File: config.mk
export PLATFORM = sky130hd
export DESIGN_NAME = supply_reset_supervisor
export DESIGN_NICKNAME = d
export VERILOG_FILES = /design/src/supervisor_pkg.sv /design/src/filter_if.sv /design/src/level_filter.sv /design/src/supply_reset_supervisor.sv
export SDC_FILE = /design/constraint.sdc
export NUM_CORES = 1
export LEC_CHECK = 0
export ABC_AREA = 1
export BUFFER_PORTS_ARGS = -buffer_cell sky130_fd_sc_hd__buf_2
export CORE_AREA = 2 2 110 112
export CTS_BUF_LIST = sky130_fd_sc_hd__clkbuf_8
export CTS_CLUSTER_SIZE = 10
export DETAILED_ROUTE_END_ITERATION = 10
export DIE_AREA = 0 0 112 114
export SYNTH_ARGS = -nofsm -noshare
export SYNTH_HDL_FRONTEND = slang
export SYNTH_HIERARCHICAL = 1
export SYNTH_SLANG_ARGS = --single-unit
File: constraint.sdc
create_clock -name clock_i -period 2.6 [get_ports clock_i]
set_input_delay 0.52 -clock clock_i [delete_from_list [all_inputs] [get_ports clock_i]]
set_output_delay 0.52 -clock clock_i [all_outputs]
set_load 0.01 [all_outputs]
File: src/supervisor_pkg.sv
package supervisor_pkg;
	// Clock rate of the internal oscillator
	localparam int unsigned CLK_HZ = 20_000_000;
	// Manual input must stay low longer than this (ns)
	localparam int unsigned MAN_GLITCH_NS = 100;
	// Manual input to reset assertion delay (ns)
	localparam int unsigned MAN_DELAY_NS = 2_000;
	// Supply low glitch rejection (ns)
	localparam int unsigned SUPPLY_GLITCH_NS = 100;
	// Hold timeout, typical (ms)
	localparam int unsigned HOLD_TIMEOUT_MS = 190;
	// Least time rounds up; a count of at least one cycle
	localparam int unsigned MAN_GLITCH_CYC =
		(MAN_GLITCH_NS * (CLK_HZ / 1_000_000) + 999) / 1000 + 1;
	localparam int unsigned MAN_DELAY_CYC =
		(MAN_DELAY_NS * (CLK_HZ / 1_000_000) + 999) / 1000;
	localparam int unsigned SUPPLY_GLITCH_CYC =
		(SUPPLY_GLITCH_NS * (CLK_HZ / 1_000_000) + 999) / 1000 + 1;
	localparam int unsigned HOLD_TIMEOUT_CYC =
		HOLD_TIMEOUT_MS * (CLK_HZ / 1000);
	// Filter counter width
	localparam int unsigned FILT_W = 8;
	// Hold counter width
	localparam int unsigned HOLD_W = 23;
	// Power-up value of the reset request
	localparam logic RESET_ASSERTED_INIT = 1'h1;
	// Supervisor states
	typedef enum logic [1:0] {
		ST_HOLD = 2'h0,
		ST_RUN = 2'h1
	} sup_state_t;
endpackage

File: src/filter_if.sv
`timescale 1ns/1ns
interface filter_if;
	logic raw;
	logic qualified;
	modport filt (
		input raw,
		output qualified
	);
	modport user (
		output raw,
		input qualified
	);
endinterface

File: src/level_filter.sv
`timescale 1ns/1ns
module level_filter #(
	parameter int unsigned ASSERT_CYC = 3,
	parameter int unsigned W = 8
) (
	input wire logic clock_i,
	input wire logic rst_i,
	filter_if.filt f
);
	logic [W-1:0] cnt_q;
	logic [W-1:0] cnt_d;
	logic out_q;
	logic out_d;

	// Count consecutive active cycles; release at once
	always_comb begin
		cnt_d = cnt_q;
		out_d = out_q;
		if (!f.raw) begin
			cnt_d = '0;
			out_d = 1'h0;
		end else if (cnt_q >= W'(ASSERT_CYC - 1)) begin
			out_d = 1'h1;
		end else begin
			cnt_d = cnt_q + W'(1);
		end
	end

	// Register filter state
	always_ff @(posedge clock_i) begin
		if (rst_i) begin
			cnt_q <= '0;
			out_q <= 1'h0;
		end else begin
			cnt_q <= cnt_d;
			out_q <= out_d;
		end
	end

	assign f.qualified = out_q;
endmodule // level_filter

File: src/supply_reset_supervisor.sv
`timescale 1ns/1ns
module supply_reset_supervisor #(
	parameter bit ACTIVE_HIGH = 1'h0,
	parameter int unsigned HOLD_CYC = supervisor_pkg::HOLD_TIMEOUT_CYC,
	parameter int unsigned MAN_GLITCH_CYC = supervisor_pkg::MAN_GLITCH_CYC,
	parameter int unsigned MAN_DELAY_CYC = supervisor_pkg::MAN_DELAY_CYC,
	parameter int unsigned SUPPLY_GLITCH_CYC =
		supervisor_pkg::SUPPLY_GLITCH_CYC
) (
	input wire logic clock_i,
	input wire logic rst_i,
	input wire logic supply_low_i,
	input wire logic manual_reset_n_i,
	output logic reset_o
);
	localparam int unsigned FW = supervisor_pkg::FILT_W;
	localparam int unsigned HW = supervisor_pkg::HOLD_W;

	// Two-stage synchronisers for the asynchronous pins
	logic sup_s1_q;
	logic sup_s1_d;
	logic sup_s2_q;
	logic sup_s2_d;
	logic man_s1_q;
	logic man_s1_d;
	logic man_s2_q;
	logic man_s2_d;

	// Next synchroniser values; only the second stage feeds logic
	always_comb begin
		sup_s1_d = supply_low_i;
		sup_s2_d = sup_s1_q;
		man_s1_d = manual_reset_n_i;
		man_s2_d = man_s1_q;
	end

	// Register synchronisers; init reads supply low and manual idle
	always_ff @(posedge clock_i) begin
		if (rst_i) begin
			sup_s1_q <= 1'h1;
			sup_s2_q <= 1'h1;
			man_s1_q <= 1'h1;
			man_s2_q <= 1'h1;
		end else begin
			sup_s1_q <= sup_s1_d;
			sup_s2_q <= sup_s2_d;
			man_s1_q <= man_s1_d;
			man_s2_q <= man_s2_d;
		end
	end

	// Supply glitch filter; supply trip level itself is analog
	filter_if sup_if ();
	assign sup_if.raw = sup_s2_q;
	level_filter #(
		.ASSERT_CYC(SUPPLY_GLITCH_CYC),
		.W(FW)
	) u_sup_filt (
		.clock_i(clock_i),
		.rst_i(rst_i),
		.f(sup_if)
	);

	// Manual input glitch filter, low level counts as active
	filter_if man_if ();
	assign man_if.raw = !man_s2_q;
	level_filter #(
		.ASSERT_CYC(MAN_GLITCH_CYC),
		.W(FW)
	) u_man_filt (
		.clock_i(clock_i),
		.rst_i(rst_i),
		.f(man_if)
	);

	// Assertion delay after a qualified manual request
	logic [FW-1:0] mdly_q;
	logic [FW-1:0] mdly_d;
	logic man_req_q;
	logic man_req_d;
	always_comb begin
		mdly_d = mdly_q;
		man_req_d = man_req_q;
		if (!man_if.qualified) begin
			mdly_d = '0;
			man_req_d = 1'h0;
		end else if (mdly_q >= FW'(MAN_DELAY_CYC - 1)) begin
			man_req_d = 1'h1;
		end else begin
			mdly_d = mdly_q + FW'(1);
		end
	end

	// Register manual delay state
	always_ff @(posedge clock_i) begin
		if (rst_i) begin
			mdly_q <= '0;
			man_req_q <= 1'h0;
		end else begin
			mdly_q <= mdly_d;
			man_req_q <= man_req_d;
		end
	end

	// Any pending condition; supply acts at once, manual after delay
	logic cause;
	assign cause = sup_if.qualified || man_req_q;

	// Hold timer and state
	supervisor_pkg::sup_state_t state_q;
	supervisor_pkg::sup_state_t state_d;
	logic [HW-1:0] hold_q;
	logic [HW-1:0] hold_d;
	logic rst_act_q;
	logic rst_act_d;
	always_comb begin
		state_d = state_q;
		hold_d = hold_q;
		rst_act_d = rst_act_q;
		if (cause) begin
			state_d = supervisor_pkg::ST_HOLD;
			hold_d = '0;
			rst_act_d = 1'h1;
		end else begin
			unique case (state_q)
				supervisor_pkg::ST_HOLD: begin
					rst_act_d = 1'h1;
					if (hold_q >= HW'(HOLD_CYC - 1)) begin
						state_d = supervisor_pkg::ST_RUN;
						rst_act_d = 1'h0;
					end else begin
						hold_d = hold_q + HW'(1);
					end
				end
				supervisor_pkg::ST_RUN: begin
					rst_act_d = 1'h0;
				end
				default: begin
					state_d = supervisor_pkg::ST_HOLD;
					rst_act_d = 1'h1;
				end
			endcase
		end
	end

	// Register hold state; power-up starts in hold with reset active
	always_ff @(posedge clock_i) begin
		if (rst_i) begin
			state_q <= supervisor_pkg::ST_HOLD;
			hold_q <= '0;
			rst_act_q <= supervisor_pkg::RESET_ASSERTED_INIT;
		end else begin
			state_q <= state_d;
			hold_q <= hold_d;
			rst_act_q <= rst_act_d;
		end
	end

	// Polarity selection, timing identical
	logic out_q;
	logic out_d;
	always_comb begin
		out_d = ACTIVE_HIGH ? rst_act_q : !rst_act_q;
	end

	// Register the pin level so the processor never sees a glitch
	always_ff @(posedge clock_i) begin
		if (rst_i) begin
			out_q <= ACTIVE_HIGH;
		end else begin
			out_q <= out_d;
		end
	end
	assign reset_o = out_q;
endmodule // supply_reset_supervisor

==> metrics.md, run 1 <==
| Metric | Value |
|---|---|
| Status | `finished clean` |
| Final min period | `1849 ps` |
| Core area | `around 12000 µm²` |
| Hold Buf Count CTS | `0` |
| Die width | `~110 µm` |
| Wirelength per Cell | `roughly 9.9 µm` |
| RSZ-0062 raised after global routing | `no` |
| Largest net degree at the start of global routing | `20` |
| Register area share after synthesis | `between 40% and 50%` |
| Fin. Hold Viols | `0` |
| Placer Congestion | `slightly above 0.9` |
| Pins Over Slew Limit | `0` |
| First-pass GRT wire length | `between 10000 and 15000 µm` |
| Fin crit share | `between 70% and 80%` |
| Main combinational cell family by area after synthesis | `simple AND/OR/NAND/NOR gates` |
| GRT Residual Overflow | `0` |
| Clock Latency Late Sink | `~340 ps` |
| Crit Path Max Fanout | `15` |
| Critical path's slowest cell | `dfxtp_1` |
| CP dominant cell by count | `nand2_1` |
| Area leader, netlist | `dfxtp_1` |
| Synth cell types | `26` |
| Final core occ | `between 20% and 30%` |
| Compound-gate portion of the synthesized area | `3.575%` |
| Setup crit end kind | `flop` |
| Row count | `40` |
| VDD IR max | `~420 µV` |
| CTS tree | `yes` |
| Total nets after synthesis | `roughly 430` |
| Final Instance Area | `approximately 3200 µm²` |
| Number of vias per cell | `around 4.2` |
| CTS Root Cell | `clkbuf_8` |
| Post-Syn Area per Cell | `slightly below 7 µm²` |
| Flops & latches, synth | `57` |
| Mapped Area | `about 2800 µm²` |
| CTS H-tree lvls | `3` |
| Area Growth Syn to Fin | `13.11%` |
| Dpl hpwl | `between 4000 and 5000 µm` |
| Worst slew margin | `between 50 and 60%` |
| Resized cells post-CTS | `0` |
| Die area | `roughly 13000 µm²` |
| # clock sinks | `57` |
| Setup CP Type | `flop to flop` |
| Req. time, crit path | `roughly 2900 ps` |
| Leakage | `0.001318 µW` |
| Die height | `between 100 and 150 µm` |
| Share of cells above drive strength 1 | `10.14%` |
| CP cell instances | `ha_1 > nand2_1 > inv_1 > nand2_1 > nor2_1 > nand3_1 > nand4_4 > nor2_4 > nand2_1 > nand2_1` |
| Setup_tns | `0 ps` |
| Inserted Clock Buffers | `9` |
| Top cell type's share of synthesized area | `about two fifths` |
| Remaining DRCs | `0` |
| Fin Clk Skew | `between 9 and 10 ps` |
| Post-DRT Antenna Nets | `0` |
| DRT iter0 DRCs | `roughly 240` |
| Reg clk slew, reported paths | `roughly 70 ps` |
| Post-CTS setup buffers | `0` |
| Most common library cell in the layout ignoring fill and taps | `nor2_1` |
| Vias in the first global route | `between 2000 and 2500` |
| Starting Density | `between 20% and 30%` |
| PD cells | `approximately 680 nW/µm²` |
| Synth Area in XOR/XNOR | `under 10%` |
| Final Setup Violations | `0` |
| Commonest non-fill, non-tap cells in the layout | `nor2_1, nand2_1, inv_1, dfxtp_1, nand3_1` |
| CP max stage delay | `330 ps` |
| Initial antenna violation count | `0` |
| Drt pass-1 iters | `4` |
| Max_cap viols | `0` |
| Startpoint type of the worst setup path | `flop` |
| Routed WL | `5727 µm` |
| Mux cell area share after synthesis | `0%` |
| Slew @ Worst Pin | `655.0 ps` |
| Clock Path Buffers | `2` |
| Dpl cell area | `between 3000 and 4000 µm²` |
| Post-synthesis simple-gate area fraction | `between 40% and 50%` |
| Synth top area cells | `dfxtp_1, nor2_1, nand2_1, inv_1, nand3_1` |
| Layout Nets | `about 440` |
| Yosys warns | `6` |
| Synth Instances | `about 420` |
| # diodes | `0` |
| Via count | `between 2000 and 2500` |
| I/O pins | `5` |
| Critical Path AT | `roughly 2100 ps` |
| Worst hold path type | `primary input to flop` |
| I/O Buffers | `4` |
| Gr usage total | `under 10%` |
| Adder-cell area share of the yosys netlist | `2.648%` |
| Max Fclk | `540.8 MHz` |
==> worst paths after layout <==
path | from | to | slack [ps] | cells past startpoint
setup reg to reg | hold_q[0]$_SDFFE_PP0P_ | hold_q[15]$_SDFFE_PP0P_ | 750 | 10
hold reg to reg | rst_act_q$_SDFF_PP1_ | reset_o$_SDFF_PP0_ | 380 | 1
setup / recovery | hold_q[0]$_SDFFE_PP0P_ | hold_q[15]$_SDFFE_PP0P_ | 750 | 10
hold / removal | manual_reset_n_i | man_s1_q$_SDFF_PP1_ | 360 | 2
==> cell type report <==
type | count | area (µm²)
clock buffer | 10 | 137.6
sequential | 57 | 1141
timing repair buffer | 5 | 27.53
tap | 147 | 183.9
multi-input combinational | 284 | 1379
clock inverter | 6 | 67.56
inverter | 72 | 270.3
fill | 1292 | 8504
==> power by group <==
part / switching [µW] / internal [µW] / leakage, µW / total [µW]
registers: 62.3 / 940 / 0.000462 / 1000
clock network: 378 / 469 / 0.0000985 / 847
logic: 223 / 119 / 0.000758 / 342
==> Yosys cell counts <==
library cell	number
ha_1	6
clkbuf_1	1
and2_1	1
o21ai_0	6
nand2_1	90
nor2_1	91
buf_2	1
inv_1	69
or2_2	4
a21oi_4	1
inv_2	3
buf_6	3
buf_4	1
nor3_1	9
xnor2_1	2
nor2_4	4
nand4_1	19
nor2_2	6
xor2_1	5
nand3_4	1
nand4_4	1
nor3b_1	1
dfxtp_1	57
nand2_2	2
a21oi_1	11
nand3_1	24
==> cell families after synthesis <==
logic type / count (synthesis)
AOI/OAI and AO/OA: 18
xor gates and xnor gates: 7
adders and majority gates: 6
buffers and inverters: 78
DFF: 57
and+or+nand+nor: 253
==> worst max-delay path, delay by kind of cell, from the launching register on <==
kind | cells | cell delay [ps]
fa+ha+maj | 1 | 220
buf+inv | 1 | 70
flops | 1 | 330
simple gates | 8 | 1170
==> metal layers <==
layer	track usage [%]	part of all wire (%)	routed length [µm]
met2	16.20	45	2599
met3	3.985	5.4	311
met1	11.45	48	2734
met4	3.008	1.4	82
met5	0	0	0
==> sequential cells by signal, summed over array words and instances (netlist names), 8 cells and up <==
name and cells:
hold_q 23, mdly_q 8, u_man_filt/cnt_q 8, u_sup_filt/cnt_q 8
==> through the flow <==
stage               hold WS, ps  worst slack (ps)  total power, µW  std cells
floorplan                 362.7              1154             1297        419
finish                    360.7             750.8             2191        581
CTS                       348.7             737.9             2227        581
detailed placement        381.9             746.4             1366        565
global placement          378.1             788.7             1357        565
global route              347.3             495.1             2334        581
Power figures use the tool's default switching activity.
==> inputs of run 2 (changes only) <==
clock period = 1.76 ns   (was 2.6 ns; I/O delays follow)
==> metrics.md, run 2 (synthesis gave the netlist of run 1 again) <==
| Metric | Value |
|---|---|
| Status | `finished clean` |
| Worst hold path type | `primary input to flop` |
| VDD IR max | `632.1 µV (+50%)` |
| Total Power | `3497 µW (+60%)` |
| Pre-CTS WS | `-21.83 ps (-768.3 ps)` |
| Pint | `2531 µW (+66%)` |
| Area Growth Syn to Fin | `19.46%` |
| # diodes | `0 (unchanged)` |
| Clock share of power | `40.9% (+2.3 points)` |
| Worst Hold Launch | `manual_reset_n_i` |
| CP cell instances | `ha_1 > nand2_1 > inv_1 > nand2_1 > nor2_2 > nand3_2 > nand4_4 > buf_4 > nand2_1 > nand2_1 > nor2_1` |
| Inserted Clock Buffers | `9 (unchanged)` |
| Routed WL | `5856 µm (+2.3%)` |
| Largest net degree at the start of global routing | `20 (unchanged)` |
| I/O Buffers | `4 (unchanged)` |
| Vias in the first global route | `2378 (+1.6%)` |
| Drt pass-1 iters | `4 (unchanged)` |
| First-pass GRT wire length | `10290 µm (+2.5%)` |
| Initial antenna violation count | `0 (unchanged)` |
| Pins Over Slew Limit | `0 (unchanged)` |
| Sw Pwr | `965.6 µW (+46%)` |
| Most flop-heavy register | `hold_q` |
| Die area | `12770 µm² (unchanged)` |
| Dpl cell area | `3084 µm² (+2.8%)` |
| Final Non-Filler Cells | `597 (+2.8%)` |
| # clock sinks | `57 (unchanged)` |
| CTS H-tree lvls | `3 (unchanged)` |
| Final min period | `1635 ps (-214.3 ps)` |
| Final Setup Violations | `0 (unchanged)` |
| Fin crit share | `92.89% (+22 points)` |
| Critical Path AT | `1870 ps (-270 ps)` |
| Crit. Startpoint | `hold_q[0]$_SDFFE_PP0P_` |
| CP dominant cell by count | `nand2_1` |
| Layout Nets | `455 (+3.6%)` |
| Leakage | `0.001425 µW (+8.1%)` |
| CP max stage delay | `360 ps (+30 ps)` |
| Core area | `11710 µm² (unchanged)` |
| Placed Cells | `576 (+1.9%)` |
| Via count | `2502 (+1.4%)` |
| Starting Density | `24.21% (unchanged)` |
| DRT iter0 DRCs | `166 (-30%)` |
| R2r startpoint | `hold_q[0]$_SDFFE_PP0P_` |
| Comb power frac | `17.0% (+1.4 points)` |
| Req. time, crit path | `1990 ps (-900 ps)` |
| Commonest non-fill, non-tap cells in the layout | `nand2_1, nor2_1, inv_1, dfxtp_1, nand3_1` |
| Gr usage total | `9.757% (+0.057 points)` |
| Setup CP Type | `flop to flop` |
| Final Instance Area | `3387 µm² (+5.6%)` |
| Startpoint type of the worst setup path | `flop` |
| Fill cells | `1284 (-0.62%)` |
| Clock Latency Late Sink | `330 ps (about the same)` |
| Worst slew margin | `70.90% (+15 points)` |
| CTS tree | `yes` |
| Switching share of power | `27.61% (-2.6 points)` |
| Slew @ Worst Pin | `436.1 ps (-218.9 ps)` |
| Wirelength per Cell | `9.809 µm (-0.49%)` |
| Reg clk slew, reported paths | `70 ps (about the same)` |
| Setup ws final | `125.1 ps (-625.7 ps)` |
| Max FFs per register | `23 (unchanged)` |
| Share of cells above drive strength 1 | `15.11% (+5.0 points)` |
| Crit Path Max Fanout | `8 (-7)` |
| Clock Path Buffers | `2 (unchanged)` |
| Most common library cell in the layout ignoring fill and taps | `nand2_1` |
| Placer Congestion | `0.9210 (+1.7%)` |
| Fin. Hold Viols | `0 (unchanged)` |
| Dpl hpwl | `4160 µm (+0.31%)` |
| GRT Residual Overflow | `0 (unchanged)` |
| Fin Clk Skew | `6.472 ps (-3.156 ps)` |
| Max Fclk | `611.7 MHz (+13%)` |
| Number of vias per cell | `4.191 (-1.3%)` |
| Reg power frac | `42.1% (-3.7 points)` |
| Remaining DRCs | `0 (unchanged)` |
| Post-DRT Antenna Nets | `0 (unchanged)` |
| Max_cap viols | `0 (unchanged)` |
| Die height | `114 µm (unchanged)` |
| CTS Root Cell | `clkbuf_8` |
| Row count | `40 (unchanged)` |
| PD cells | `1032 nW/µm² (+51%)` |
| Die width | `112 µm (unchanged)` |
| Critical path's slowest cell | `dfxtp_1` |
| I/O pins | `5 (unchanged)` |
| Setup crit end kind | `flop` |
-- run 2: cell count changes in the layout (fill, tap and decap cells not counted), moves of 2 or more --
| cell | previous run | this run |
|---|---|---|
| nor2_1 | 91 | 88 |
| buf_4 | 1 | 16 |
| clkbuf_8 | 10 | 12 |
| dfxtp_1 | 57 | 55 |
| dfxtp_2 | 0 | 2 |
| nor2_2 | 6 | 9 |
| clkinvlp_4 | 2 | 0 |
-- run 2: worst max-delay path: cells and delay by family (launching register included) --
kind / cells / cell delay (ps)
AND/OR/NAND/NOR: 8 / 780
flip-flops: 1 / 360
buffers and inverters: 2 / 230
adder cells (fa/ha/maj): 1 / 180
-- run 2: power groups by stage --
stage | sequential, µW | combinational (µW) | clock, µW
final | 1470 | 594 | 1430
after detailed placement | 1500 | 543 | 0
after CTS | 1470 | 586 | 1480
after global placement | 1500 | 533 | 0
after global routing | 1490 | 682 | 1530
after floorplan | 1480 | 435 | 0
-- run 2: path summary, 6_finish.rpt --
path	endpoint	slack, ps	depth (start not counted)
setup / recovery	hold_q[11]$_SDFFE_PP0P_	130	11
hold reg to reg	reset_o$_SDFF_PP0_	380	1
setup reg to reg	hold_q[11]$_SDFFE_PP0P_	130	11
hold / removal	man_s1_q$_SDFF_PP1_	200	2
-- run 2: repair_timing --
item / in CTS / in global routing
endpoints found under the setup margin: 16 / 24
gates cloned: 1 / 0
pin swaps: 2 / 3
hold buffers: 0 / 0
buffers inserted: 2 / 2
resized for setup: 2 / 7
-- run 2: cell type report --
class / instances / area, µm² / area share (%)
Clock buffer: 12 / 165.2 / 4.876
Clock inverter: 4 / 73.82 / 2.180
Inverter: 72 / 270.3 / 7.979
Multi-Input combinational cell: 285 / 1410 / 41.63
Sequential cell: 57 / 1144 / 33.76
Tap cell: 147 / 183.9 / 5.430
Timing Repair Buffer: 20 / 140.1 / 4.137
-- run 2: stage by stage --
step                      hold slack, ps  TNS (ps)  util [%]
after floorplan                    362.7         0         -
after global placement             390.7    -266.2     26.34
after detailed placement           386.4    -111.6     26.34
after CTS                          184.4         0     28.62
after global routing               196.1    -25.78     28.92
final                              199.8         0     28.92
-- run 2: per-layer routing --
| metal | part of all wire [%] | track usage [%] | vias to the layer above | routed length (µm) |
|---|---|---|---|---|
| met5 | 0 | 0 | - | 0 |
| met4 | 1.2 | 3.008 | 0 | 70 |
| met3 | 3.7 | 2.976 | 8 | 218 |
| met2 | 48 | 16.57 | 38 | 2802 |
| met1 | 47 | 11.95 | 1113 | 2764 |
| li1 | - | - | 1343 | - |
